<file path="src/slpm_pkg.sv">
package slpm_pkg;

  // ==========================================================================
  // Register map (byte addresses, one aligned 32-bit word each).
  // ==========================================================================
  localparam logic [7:0] ADDR_CONTROL    = 8'h00;
  localparam logic [7:0] ADDR_STATUS     = 8'h04;
  localparam logic [7:0] ADDR_FIRST_ADDR = 8'h08;
  localparam logic [7:0] ADDR_LINK_FLAGS = 8'h0C;
  localparam logic [7:0] ADDR_TARGET     = 8'h10;
  localparam logic [7:0] ADDR_DONE       = 8'h14;
  localparam logic [7:0] ADDR_STN_BASE   = 8'h40;
  localparam logic [7:0] ADDR_STN_LAST   = 8'hBC;

  // ==========================================================================
  // Control register bit positions.
  // ==========================================================================
  localparam int CTL_LINK_ENABLE  = 0;
  localparam int CTL_AUTO_RUN     = 1;
  localparam int CTL_MANUAL_RUN   = 2;
  localparam int CTL_USER_FLAGS   = 3;
  localparam int CTL_MANUAL_ADDR  = 4;
  localparam int CTL_SIMUL_RW     = 5;
  localparam int CTL_PROTOCOL_SEL = 6;
  localparam int CTL_WIDTH        = 7;

  // ==========================================================================
  // Status register bit positions.
  // ==========================================================================
  localparam int STS_ZERO_COUNT = 0;
  localparam int STS_CONFLICT   = 1;
  localparam int STS_TIMEOUT    = 2;
  localparam int STS_BUSY       = 3;

  // ==========================================================================
  // Sizes and reset values.
  // ==========================================================================
  localparam int          NUM_SLAVES        = 32;
  localparam logic [7:0]  RST_FIRST_ADDR    = 8'h01;
  localparam logic [15:0] RST_TARGET        = 16'h0001;
  localparam logic [31:0] RST_LINK_FLAGS    = 32'h00000000;
  localparam logic [CTL_WIDTH-1:0] RST_CONTROL = 7'h00;

  // ==========================================================================
  // Exchange kinds sent to the serial transaction engine.
  // ==========================================================================
  typedef enum logic [1:0] {
    SLPM_OP_READ  = 2'h0,
    SLPM_OP_WRITE = 2'h1,
    SLPM_OP_RW    = 2'h2
  } slpm_op_t;

  // One request to the transaction engine.
  typedef struct packed {
    logic [7:0] station;
    slpm_op_t   op;
    logic       extended;
  } slpm_req_t;

  // Answer from the transaction engine.
  typedef struct packed {
    logic done;
    logic timeout;
  } slpm_rsp_t;

endpackage

</file>
<file path="src/slpm_top.sv">
// Overview of operation
// With manual addressing on, every slave uses the station address software wrote for it.
// With manual addressing off, slave one uses the first address and the rest count upward.
// With user connect flags selected, only slaves whose link flag is set are polled.
// With user connect flags not selected, every addressed slave is polled.
// With simultaneous read-write on, each slave gets one combined read-write exchange.
// With simultaneous read-write off, each slave gets a separate read and then a write.
// In manual mode the number of finished passes is kept and compared with the target.
// A zero target is illegal and raises the zero count error flag.
// Software loads the target before setting manual mode and link enable.
// When the pass count reaches the target the link stops and clears link enable itself.
// Software sets manual mode and link enable again to repeat a manual run.
// In auto mode with link enable set the link polls without end until either bit clears.
// Software sets link enable only after all other settings are made.
// Auto and manual mode together raise the mode conflict error and clear link enable.
// Protocol select clear means standard framing and set means the extended framing.
// The timeout flag sets on an unanswered exchange and clears on one that completes.
// The pass count steps once per full pass and restarts from zero with each manual run; the code steps it only in manual mode.
//
// Local design decisions: the Avalon-MM slave port and the placing of the registers.
module slpm_top
  import slpm_pkg::*;
(
  // Clock and reset.
  input  wire logic        i_clock,
  input  wire logic        i_rst,
  // Avalon-MM register slave.
  input  wire logic [7:0]  i_address,
  input  wire logic        i_read,
  input  wire logic        i_write,
  input  wire logic [31:0] i_writedata,
  input  wire logic [3:0]  i_byteenable,
  output      logic [31:0] o_readdata,
  output      logic        o_waitrequest,
  // Serial transaction engine.
  output      logic        o_req_valid,
  input  wire logic        i_req_ready,
  output      slpm_req_t   o_req,
  input  wire slpm_rsp_t   i_rsp,
  // Status levels.
  output      logic        o_busy,
  output      logic        o_error
);

  typedef enum {
    SLPM_IDLE,
    SLPM_SCAN,
    SLPM_ISSUE,
    SLPM_WAIT,
    SLPM_PASS_END
  } slpm_state_t;

  slpm_state_t          state;
  slpm_state_t          next_state;
  logic [CTL_WIDTH-1:0] control;
  logic                 ctl_write;
  logic [7:0]           first_addr;
  logic [31:0]          link_flags;
  logic [15:0]          target;
  logic [15:0]          done_count;
  logic [7:0]           user_addr;
  logic [7:0]           station;
  logic [4:0]           index;
  logic                 write_phase;
  logic                 timeout_flag;
  logic                 conflict_error;
  logic                 clear_enable;
  slpm_req_t            next_req;
  logic                 next_write;

  // ==========================================================================
  // Control bits.
  // ==========================================================================
  wire logic link_enable = control[CTL_LINK_ENABLE];
  wire logic auto_run    = control[CTL_AUTO_RUN];
  wire logic manual_run  = control[CTL_MANUAL_RUN];
  wire logic user_flags  = control[CTL_USER_FLAGS];
  wire logic manual_addr = control[CTL_MANUAL_ADDR];
  wire logic simul_rw    = control[CTL_SIMUL_RW];
  wire logic protocol    = control[CTL_PROTOCOL_SEL];

  // Zero target is reported at all times, not only while running.
  wire logic zero_count  = (target == 16'h0000);
  wire logic both_modes  = auto_run & manual_run;
  // A run needs exactly one mode and, for manual runs, a legal target.
  wire logic run_ok      = link_enable & ~both_modes & (auto_run | (manual_run & ~zero_count));

  // ==========================================================================
  // Register file and station address source.
  // ==========================================================================
  slpm_regs u_regs (
    .i_clock        (i_clock),
    .i_rst          (i_rst),
    .i_address      (i_address),
    .i_read         (i_read),
    .i_write        (i_write),
    .i_writedata    (i_writedata),
    .i_byteenable   (i_byteenable),
    .o_readdata     (o_readdata),
    .o_waitrequest  (o_waitrequest),
    .o_control      (control),
    .o_ctl_write    (ctl_write),
    .o_first_addr   (first_addr),
    .o_link_flags   (link_flags),
    .o_target       (target),
    .i_stn_index    (index),
    .o_stn_addr     (user_addr),
    .i_clear_enable (clear_enable),
    .i_status       ({o_busy, timeout_flag, conflict_error, zero_count}),
    .i_done_count   (done_count)
  );

  slpm_addr_gen u_addr (
    .i_manual_addr (manual_addr),
    .i_first_addr  (first_addr),
    .i_index       (index),
    .i_user_addr   (user_addr),
    .o_station     (station)
  );

  // ==========================================================================
  // Slave selection.
  // ==========================================================================
  // Every station slot counts as addressed, so without user flags all poll.
  wire logic slave_on  = user_flags ? link_flags[index] : 1'b1;
  wire logic last_slot = (index == 5'(NUM_SLAVES - 1));
  // A pass with no selected slave still ends so that manual runs finish.
  wire logic pass_hit  = manual_run & ((done_count + 16'h0001) >= target);

  // Hardware clears link enable on conflict, on a zero manual target, or when the target is met.
  assign clear_enable = link_enable & (both_modes | (state == SLPM_PASS_END && pass_hit) |
                                       (manual_run & zero_count));

  // ==========================================================================
  // Sequencer next state.
  // ==========================================================================
  always_comb begin
    next_state = state;
    unique case (state)
      SLPM_IDLE:     if (run_ok) next_state = SLPM_SCAN;
      SLPM_SCAN: begin
        if (!run_ok)        next_state = SLPM_IDLE;
        else if (slave_on)  next_state = SLPM_ISSUE;
        else if (last_slot) next_state = SLPM_PASS_END;
      end
      SLPM_ISSUE:    if (i_req_ready) next_state = SLPM_WAIT;
      SLPM_WAIT: begin
        if (i_rsp.done) begin
          if (!simul_rw && !write_phase) next_state = SLPM_ISSUE;
          else if (last_slot)            next_state = SLPM_PASS_END;
          else                           next_state = SLPM_SCAN;
        end
      end
      SLPM_PASS_END: next_state = (pass_hit || !run_ok) ? SLPM_IDLE : SLPM_SCAN;
    endcase
  end

  // The request word is built from selection logic and held in a register.
  always_comb begin
    next_req.station  = station;
    next_req.extended = protocol;
    if (simul_rw)         next_req.op = SLPM_OP_RW;
    else if (next_write)  next_req.op = SLPM_OP_WRITE;
    else                  next_req.op = SLPM_OP_READ;
  end

  assign o_req_valid = (state == SLPM_ISSUE);
  assign o_busy      = (state != SLPM_IDLE);
  assign o_error     = zero_count | conflict_error | timeout_flag;

  // ==========================================================================
  // Sequencer state, slot index and read/write phase.
  // ==========================================================================
  always_ff @(posedge i_clock) begin
    if (i_rst) state <= SLPM_IDLE;
    else       state <= next_state;
  end

  always_ff @(posedge i_clock) begin
    if (i_rst) begin
      index <= 5'h00;
    end else if (state == SLPM_IDLE || state == SLPM_PASS_END) begin
      index <= 5'h00;
    end else if ((state == SLPM_SCAN && run_ok && !slave_on && !last_slot) ||
                 (state == SLPM_WAIT && next_state == SLPM_SCAN)) begin
      index <= 5'(index + 5'h01);
    end
  end

  // The request word loads from the coming phase, or a read would be sent twice.
  assign next_write = (state == SLPM_WAIT && i_rsp.done) ? (~simul_rw & ~write_phase) :
                      (state == SLPM_SCAN) ? 1'b0 : write_phase;

  always_ff @(posedge i_clock) begin
    if (i_rst) write_phase <= 1'b0;
    else       write_phase <= next_write;
  end

  // Request word registered so the engine sees stable data while valid.
  always_ff @(posedge i_clock) begin
    if (i_rst)                    o_req <= '0;
    else if (state != SLPM_ISSUE) o_req <= next_req;
  end

  // ==========================================================================
  // Pass counter.
  // ==========================================================================
  // A new manual run is the software write that raises link enable.
  wire logic run_start = ctl_write & i_writedata[CTL_LINK_ENABLE] & i_writedata[CTL_MANUAL_RUN];

  always_ff @(posedge i_clock) begin
    if (i_rst)                                  done_count <= 16'h0000;
    else if (run_start)                         done_count <= 16'h0000;
    else if (state == SLPM_PASS_END && manual_run)
      done_count <= 16'(done_count + 16'h0001);
  end

  // ==========================================================================
  // Error and timeout flags.
  // ==========================================================================
  // Conflict stays until a run starts again cleanly; set wins over clear.
  always_ff @(posedge i_clock) begin
    if (i_rst)                            conflict_error <= 1'b0;
    else if (both_modes & link_enable)    conflict_error <= 1'b1;
    else if (state == SLPM_SCAN && run_ok) conflict_error <= 1'b0;
  end

  always_ff @(posedge i_clock) begin
    if (i_rst) begin
      timeout_flag <= 1'b0;
    end else if (state == SLPM_WAIT && i_rsp.done) begin
      timeout_flag <= i_rsp.timeout;
    end
  end

endmodule

</file>
<file path="src/slpm_addr_gen.sv">
module slpm_addr_gen
  import slpm_pkg::*;
(
  // Selection.
  input  wire logic             i_manual_addr,
  input  wire logic [7:0]       i_first_addr,
  input  wire logic [4:0]       i_index,
  input  wire logic [7:0]       i_user_addr,
  // Result.
  output      logic [7:0]       o_station
);

  // ==========================================================================
  // Station address choice.
  // ==========================================================================
  // Consecutive addresses wrap at eight bits; software keeps the range sane.
  wire logic [7:0] auto_addr = 8'(i_first_addr + {3'h0, i_index});
  assign o_station = i_manual_addr ? i_user_addr : auto_addr;

endmodule

</file>
<file path="src/slpm_regs.sv">
module slpm_regs
  import slpm_pkg::*;
(
  // Clock and reset.
  input  wire logic                 i_clock,
  input  wire logic                 i_rst,
  // Avalon-MM slave.
  input  wire logic [7:0]           i_address,
  input  wire logic                 i_read,
  input  wire logic                 i_write,
  input  wire logic [31:0]          i_writedata,
  input  wire logic [3:0]           i_byteenable,
  output      logic [31:0]          o_readdata,
  output      logic                 o_waitrequest,
  // Register contents.
  output      logic [CTL_WIDTH-1:0] o_control,
  output      logic                 o_ctl_write,
  output      logic [7:0]           o_first_addr,
  output      logic [31:0]          o_link_flags,
  output      logic [15:0]          o_target,
  input  wire logic [4:0]           i_stn_index,
  output      logic [7:0]           o_stn_addr,
  // Hardware side.
  input  wire logic                 i_clear_enable,
  input  wire logic [3:0]           i_status,
  input  wire logic [15:0]          i_done_count
);

  logic [7:0] stn_table [NUM_SLAVES];
  logic       ack;

  // ==========================================================================
  // Decode.
  // ==========================================================================
  wire logic access  = (i_read | i_write) & ~ack;
  // Writes land only at the edge where waitrequest is sampled low.
  wire logic wr      = i_write & ack;
  wire logic in_stn  = (i_address >= ADDR_STN_BASE) && (i_address <= ADDR_STN_LAST);
  wire logic [4:0] stn_sel = 5'((i_address - ADDR_STN_BASE) >> 2);
  wire logic wr_ctl  = wr && i_address == ADDR_CONTROL && i_byteenable[0];
  wire logic wr_fst  = wr && i_address == ADDR_FIRST_ADDR && i_byteenable[0];
  wire logic wr_flg  = wr && i_address == ADDR_LINK_FLAGS;
  wire logic wr_tgt  = wr && i_address == ADDR_TARGET;
  wire logic wr_stn  = wr && in_stn && i_byteenable[0];
  assign o_waitrequest = (i_read | i_write) & ~ack;
  assign o_ctl_write   = wr_ctl;
  assign o_stn_addr    = stn_table[i_stn_index];

  // Every access answers one cycle after it is presented.
  always_ff @(posedge i_clock) begin
    if (i_rst) ack <= 1'b0;
    else       ack <= access;
  end

  // Control: a hardware clear of link_enable wins only when software is not
  // writing the same cycle, so a restart written at the stop is not lost.
  always_ff @(posedge i_clock) begin
    if (i_rst) begin
      o_control <= RST_CONTROL;
    end else if (wr_ctl) begin
      o_control <= i_writedata[CTL_WIDTH-1:0];
    end else if (i_clear_enable) begin
      o_control[CTL_LINK_ENABLE] <= 1'b0;
    end
  end

  // Plain configuration words, byte lanes honoured.
  always_ff @(posedge i_clock) begin
    if (i_rst) begin
      o_first_addr <= RST_FIRST_ADDR;
      o_link_flags <= RST_LINK_FLAGS;
      o_target     <= RST_TARGET;
    end else begin
      if (wr_fst) o_first_addr <= i_writedata[7:0];
      for (int b = 0; b < 4; b++) begin
        if (wr_flg && i_byteenable[b]) o_link_flags[b*8 +: 8] <= i_writedata[b*8 +: 8];
      end
      for (int b = 0; b < 2; b++) begin
        if (wr_tgt && i_byteenable[b]) o_target[b*8 +: 8] <= i_writedata[b*8 +: 8];
      end
    end
  end

  // User station table; no reset needed since software loads it before use.
  always_ff @(posedge i_clock) begin
    if (wr_stn) stn_table[stn_sel] <= i_writedata[7:0];
  end

  // Read data registered at the answer edge; unmapped reads return zero.
  always_ff @(posedge i_clock) begin
    if (i_rst) begin
      o_readdata <= 32'h00000000;
    end else if (i_read & ~ack) begin
      unique case (1'b1)
        i_address == ADDR_CONTROL:    o_readdata <= 32'(o_control);
        i_address == ADDR_STATUS:     o_readdata <= 32'(i_status);
        i_address == ADDR_FIRST_ADDR: o_readdata <= 32'(o_first_addr);
        i_address == ADDR_LINK_FLAGS: o_readdata <= o_link_flags;
        i_address == ADDR_TARGET:     o_readdata <= 32'(o_target);
        i_address == ADDR_DONE:       o_readdata <= 32'(i_done_count);
        in_stn:                       o_readdata <= 32'(stn_table[stn_sel]);
        default:                      o_readdata <= 32'h00000000;
      endcase
    end
  end

endmodule

</file>
<file path="config.mk">
export PLATFORM = sky130hd
export DESIGN_NAME = slpm_top
export DESIGN_NICKNAME = d
export VERILOG_FILES = /design/src/slpm_pkg.sv /design/src/slpm_top.sv /design/src/slpm_addr_gen.sv /design/src/slpm_regs.sv
export SDC_FILE = /design/constraint.sdc
export NUM_CORES = 1
export LEC_CHECK = 0
export CAP_MARGIN = 20
export CORE_UTILIZATION = 45
export CTS_BUF_LIST = sky130_fd_sc_hd__clkbuf_8 sky130_fd_sc_hd__clkbuf_16
export CTS_CLUSTER_DIAMETER = 60
export DETAILED_ROUTE_END_ITERATION = 8
export DONT_BUFFER_PORTS = 1
export PLACE_DENSITY = 0.62
export SLEW_MARGIN = 20
export SYNTH_ARGS = -nofsm -noshare
export SYNTH_HDL_FRONTEND = slang
export SYNTH_HIERARCHICAL = 1
export SYNTH_SLANG_ARGS = --single-unit
</file>
<file path="constraint.sdc">
create_clock -name i_clock -period 8.43 [get_ports i_clock]
set_input_delay 2.1075 -clock i_clock [delete_from_list [all_inputs] [get_ports i_clock]]
set_output_delay 2.1075 -clock i_clock [all_outputs]
set_load 0.05 [all_outputs]
</file>
==> results of run 1 <==
==> worst paths after layout <==
| path | start | to | cells past startpoint | slack [ns] |
|---|---|---|---|---|
| worst min-delay path | state[29] | state[29] | 1 | 0.46 |
| worst min register to register | state[29] | state[29] | 1 | 0.46 |
| worst max-delay path | i_write | o_waitrequest | 2 | 3.52 |
| worst max register to register | done_count[2] | u_regs/o_control[0] | 15 | 4.59 |
==> per-stage QoR <==
stage / area [um2] / setup WS (ns) / hold WS, ns / util
after floorplan: 20130 / 3.533 / 0.4302 / -
after global placement: 20430 / 3.501 / 0.4431 / 0.4631
after detailed placement: 20430 / 3.524 / 0.4451 / 0.4631
after CTS: 21990 / 3.523 / 0.4621 / 0.4985
after global routing: 21990 / 3.457 / 0.4773 / 0.4985
final: 21990 / 3.524 / 0.4614 / 0.4985
==> report_power, final <==
part	total (mW)	internal, mW	switching (mW)
clock	2.03	1.22	0.814
combinational	0.102	0.0416	0.0605
sequential	2.18	2.17	0.00992
==> cells by family after synthesis <==
group,Yosys count,share of synthesized area
compound gates,235,0.08101
flops,419,0.5441
simple gates,475,0.1181
xor+xnor,35,0.01523
fa+ha+maj,25,0.01592
mux,273,0.1937
buf+inv,123,0.03196
==> per-layer routing <==
layer  global-route usage  routed length [um]  share of wire
met1               0.3401               23780           0.42
met2               0.3859               26050           0.46
met3              0.05653                4896          0.086
met4              0.09335                1999          0.035
met5                    0                   0              0
==> cells in the final DEF, fill, tap and decap left out, drive strengths merged, types with 6 or more instances in the layout <==
cell	count
buf	13
nor4	16
mux2i	178
a22oi	55
and2	32
o21ai	16
a22o	9
nand3	53
clkbuf	55
nand2b	10
xor2	25
a21oi	76
and3	10
mux4	92
o21a	6
nor2	121
nand3b	6
edfxtp	256
a221oi	11
nand4	19
ha	24
dfxtp	163
clkinv	9
a21o	9
o22ai	9
o211ai	9
nand2	147
inv	38
xnor2	10
nor3	14
nor2b	13
==> registers in the layout, indices dropped and copies added (netlist names), 7 cells and up <==
register	count
u_regs/stn_table	256
state	32
u_regs/o_link_flags	32
u_regs/o_readdata	32
done_count	16
u_regs/o_target	16
o_req	11
u_regs/o_first_addr	8
u_regs/o_control	7
==> layout make-up <==
cell class / count / area, um2
fill: 3878 / 22130
sequential: 419 / 10960
multi-input combinational: 1043 / 8541
clock buffer: 55 / 1331
tap: 592 / 740.7
clock inverter: 30 / 231.5
timing repair buffer: 13 / 97.59
inverter: 25 / 93.84
==> results.yml, run 1 <==
clock_network:
  cts_buffers: 46
  post-cts-setup-buffers: 0
  cts_resized: 0
  clk_root_buffer_cell: "clkbuf_16"
  clkLatencyLatePin_ns: 0.58
  clock-sinks: 419
  cts_buffer_depth: 3
  cts_tree: "built"
  clkTransAtPathRegs_ns: 0.06
  hold_buffers: 0
  htreeDepth: 2
final_layout:
  area_growth_pct: 9.288
  fin_cells: 2177
  n_antenna_cell: 0
  final_layout_size_suffix_gt1_frac: 0.1274
  final_net_count: 1624
power_and_ir_drop:
  max-vdd-ir-drop_v: 0.0001701
  p_per_area_mw_per_mm2: 196.2
  power_leakage_nw: 7.349
  p_total_mw: 4.314
setup_path:
  crit_type: "in2out"
  path_delay_family: "simple AND/OR/NAND/NOR gates"
  end_kind: "primary output"
  start_kind: "input pin"
  cp_common_cell: "nor2_1"
  crit_slowest_cell: "nor2_1"
  worst-path-buf-inv: 0
  slowest_delay_ns: 0.66
  required_ns: 6.32
  worstPathMaxFanout: 6
  cp_cell_sequence: "nor2_1 -> nor2_1"
  cp.arrival_ns: 2.80
synth:
  synth-seq-cells: 419
  ys_types: 80
  synth.net_count: 1661
  avgSynthCellArea_um2: 12.70
  netlist_area_mm2: 0.02013
  synth.most_common_cell: "edfxtp_1"
  ys_seq_area_frac: 0.5441
  yosysWarnings: 6
  synth_common_cells: "edfxtp_1, mux2i_1, dfxtp_1, nand2_1, nor2_1"
  synth_area_leader_cell: "edfxtp_1"
  syn_inst: 1585
  synth-edff-count: 256
  ys_async_sr_fraction: 0
  synth_area_leaders: "edfxtp_1, dfxtp_1, mux4_2, mux2i_1, nand2_1"
  synth_top_area_frac: 0.3820
  synth_ff_type: "edfxtp_1"
timing:
  fmax_ghz: 0.2038
  fin_tns_setup_ns: 0
  finalClockSkew_ns: 0.01596
  hold_violations: 0
  tightest_slew_ns: 1.217
  slew_headroom: 0.1771
  slew_violations: 0
  finalSetupViolations: 0
  min_period_ns: 4.906
  period_share: 0.5820
  rsz0062_at_grt: "false"
placement:
  place.gp.congestion: 0.9563
  dp_cells: 2092
  portBuffers: 0
  hpwl_mm: 38.73
drt:
  viasPerCell: 6.185
  ant_nets: 0
  num_vias: 13464
  drc: 0
  wl_mm: 56.73
  dr.pass1.iters: 5
  drtIter0Drc: 1617
  wl_per_cell_um: 26.06
global_route:
  grt_pass1_vias: 12822
  grtUsageTotal: 0.2485
  grt_pass1_wl_mm: 82.44
  grt_max_degree: 126
  gr-total-overflow: 0
  grt_antenna_before_repair: 0
die:
  die_w_um: 213.5
  io_pins: 98
  core_area_mm2: 0.04412
  initial_core_util: 0.4561
  die_h_um: 213.5
  dieArea_mm2: 0.04557
  num_rows: 77
min_path:
  hp-class: "reg2reg"
run_status:
  status: "finished, final reports clean"
flow_run:
  max_cap_viol_count: 0
Note: power is estimated with default switching activity, not from simulation.
==> run 2, diff against run 1 <==
--- a/config.mk
+++ b/config.mk
@@ -5,13 +5,14 @@
 export SDC_FILE = /design/constraint.sdc
 export NUM_CORES = 1
 export LEC_CHECK = 0
+export ABC_AREA = 1
 export CAP_MARGIN = 20
 export CORE_UTILIZATION = 45
 export CTS_BUF_LIST = sky130_fd_sc_hd__clkbuf_8 sky130_fd_sc_hd__clkbuf_16
 export CTS_CLUSTER_DIAMETER = 60
 export DETAILED_ROUTE_END_ITERATION = 8
 export DONT_BUFFER_PORTS = 1
-export PLACE_DENSITY = 0.62
+export PLACE_DENSITY = 0.64
 export SLEW_MARGIN = 20
 export SYNTH_ARGS = -nofsm -noshare
 export SYNTH_HDL_FRONTEND = slang
==> constraint.sdc (replaced) <==
create_clock -name i_clock -period 4.3 [get_ports i_clock]
set_input_delay 1.075 -clock i_clock [delete_from_list [all_inputs] [get_ports i_clock]]
set_output_delay 1.075 -clock i_clock [all_outputs]
set_load 0.05 [all_outputs]
==> run 2 against run 1 <==
Against the previous run: clock skew up 0.0020 ns; sequential power rose by 99%; area after synthesis is 7.7% higher; power rose by 98%; critical path type is now reg2out; largest cell class unchanged.
==> results.yml, run 2 <==
run_status:
  status: "finished, final reports clean"
timing:
  fin_tns_setup_ns: 0
  finalSetupViolations: 0
  period_share: 0.8449
  hold_violations: 0
  finalClockSkew_ns: 0.01798
  fmax_ghz: 0.2753
  tightest_slew_ns: 0.8950
  slew_headroom: 0.4011
  min_period_ns: 3.633
  slew_violations: 0
  rsz0062_at_grt: "false"
global_route:
  grtUsageTotal: 0.2756
  gr-total-overflow: 0
  grt_pass1_wl_mm: 103.7
  grt_max_degree: 81
  grt_pass1_vias: 17623
  grt_antenna_before_repair: 1
min_path:
  min_from: "state[21]"
  hp-class: "reg2reg"
  min_to: "state[21]"
  min_path_cells: 2
synth:
  synth.most_common_cell: "nand2_1"
  netlist_area_mm2: 0.02168
  synth_area_leader_cell: "edfxtp_1"
  synth_ff_type: "edfxtp_1"
  ys_seq_area_frac: 0.5052
  ys_async_sr_fraction: 0
  avgSynthCellArea_um2: 7.780
  synth-seq-cells: 419
  synth.net_count: 2862
  synth-edff-count: 256
  synth_area_leaders: "edfxtp_1, dfxtp_1, nand2_1, nor2_1, o21ai_0"
  synth_common_cells: "nand2_1, nor2_1, inv_1, edfxtp_1, o21ai_0"
  synth_top_area_frac: 0.3547
  ys_types: 49
  syn_inst: 2786
  yosysWarnings: 6
drt:
  drtIter0Drc: 2435
  num_vias: 19047
  ant_nets: 0
  dr.pass1.iters: 6
  wl_mm: 68.31
  drc: 0
  viasPerCell: 5.644
  wl_per_cell_um: 20.24
die:
  die_h_um: 221.5
  core_area_mm2: 0.04765
  num_rows: 80
  io_pins: 98
  die_w_um: 221.5
  dieArea_mm2: 0.04905
  initial_core_util: 0.4549
clock_network:
  cts_tree: "built"
  cts_buffers: 46
  cts_resized: 0
  clkTransAtPathRegs_ns: 0.05
  clk_root_buffer_cell: "clkbuf_16"
  clock-sinks: 419
  post-cts-setup-buffers: 0
  hold_buffers: 0
  cts_buffer_depth: 3
  clkLatencyLatePin_ns: 0.60
  htreeDepth: 2
setup_path:
  crit_slowest_cell: "inv_2"
  end_kind: "primary output"
  r2r_cells: 13
  crit_type: "reg2out"
  r2r_start: "index[0]"
  start_kind: "flop"
  worstPathMaxFanout: 12
  cp_cell_sequence: "nor2_1 -> nand2_1 -> nor2_1 -> nand2_1 -> nor2_2 -> nand3_1 -> inv_2"
  required_ns: 3.22
  r2r-end: "o_req[8]"
  slowest_delay_ns: 0.48
  reg2reg_slack_ns: 1.01
  cp.arrival_ns: 2.56
final_layout:
  final_layout_size_suffix_gt1_frac: 0.06268
  layout_common_cells: "nand2_1, nor2_1, inv_1"
  largest_reg_flops: 256
  final_net_count: 2800
  regMostFlops: "u_regs/stn_table"
  fin_util: 0.4934
  n_antenna_cell: 0
  area_growth_pct: 8.445
  layout_commonest_cell: "nand2_1"
power_and_ir_drop:
  intPower_mw: 6.593
  p_clk_frac: 0.456
  sw_frac_of_total: 0.2278
  power_frac_comb: 0.036
  p_per_area_mw_per_mm2: 363.2
  max-vdd-ir-drop_v: 0.0003084
  power_leakage_nw: 9.829
  p_seq_frac: 0.508
  p_switching_mw: 1.945
placement:
  place.gp.congestion: 0.9808
  hpwl_mm: 45.21
  portBuffers: 0
flow_run:
  max_cap_viol_count: 0
run 2: changes by cell type after synthesis, moves of 30 or more:
cell	previous run	this run
nor2_1	119	409
o21ai_0	15	249
a22oi_1	55	0
a21oi_1	75	196
inv_1	24	283
mux2i_1	178	0
and2_1	32	2
mux4_2	89	0
nand2_1	147	742
nand3_1	52	129
run 2: layer usage:
| layer | wire length (um) | GRT usage | vias to the layer above |
|---|---|---|---|
| li1 | - | - | 8972 |
| met1 | 29640 | 0.3861 | 8933 |
| met2 | 29670 | 0.4170 | 950 |
| met3 | 5849 | 0.04382 | 190 |
| met4 | 3138 | 0.1319 | 2 |
| met5 | 10 | 0 | - |
run 2: final cells by class:
type,instances,area (um2)
clock buffers,52,1267
clock inverters,32,230.2
fillers,4600,24140
inverters,308,1169
multi-input cells,1930,8927
flip-flops and latches,419,10960
well taps,615,769.5
repair buffers,19,187.7
run 2: worst max path at each step:
stage | slack (ns) | start | to | cells past startpoint
after floorplan | 1.47 | i_write | o_waitrequest | 2
after global placement | 0.84 | i_write | u_regs/stn_table[19][4] | 6
after detailed placement | 0.73 | i_write | u_regs/stn_table[31][2] | 6
after CTS | 0.59 | state[22] | o_req_valid | 7
after global routing | 0.41 | state[16] | o_req_valid | 7
final | 0.67 | state[22] | o_req_valid | 7
run 2: power groups by stage:
stage          combinational [mW]  sequential [mW]  clock, mW
6_report                    0.307             4.34       3.89
5_1_grt                     0.337             4.34       4.09
4_1_cts                     0.299             4.34       3.96
3_5_place_dp                0.298             4.43          0
3_3_place_gp                0.295             4.43          0
2_1_floorplan               0.245             4.42          0
run 2: critical path, delay by kind of cell, from the launching register on:
family / cells / cell delay [ns]
and+or+nand+nor: 6 / 1.18
DFF: 1 / 0.31
buffers and inverters: 1 / 0.48
run 2: cells by family after synthesis:
family,synth area share
flip-flops,0.5052
adder cells (fa/ha/maj),0.01478
AND/OR/NAND/NOR,0.2663
AO/OA/AOI/OAI,0.1254
buffers and inverters,0.08306
XOR/XNOR,0.005253
run 2: stage by stage:
step	cells	hold slack (ns)	instance area, um2	power [mW]	worst slack, ns
2_1_floorplan	2786	0.4190	21680	4.666	1.468
3_3_place_gp	3290	0.4261	21990	4.722	0.8353
3_5_place_dp	3290	0.4287	21990	4.724	0.7254
4_1_cts	3374	0.4387	23490	8.597	0.5910
5_1_grt	3375	0.4573	23510	8.769	0.4118
6_report	3375	0.4362	23510	8.538	0.6670
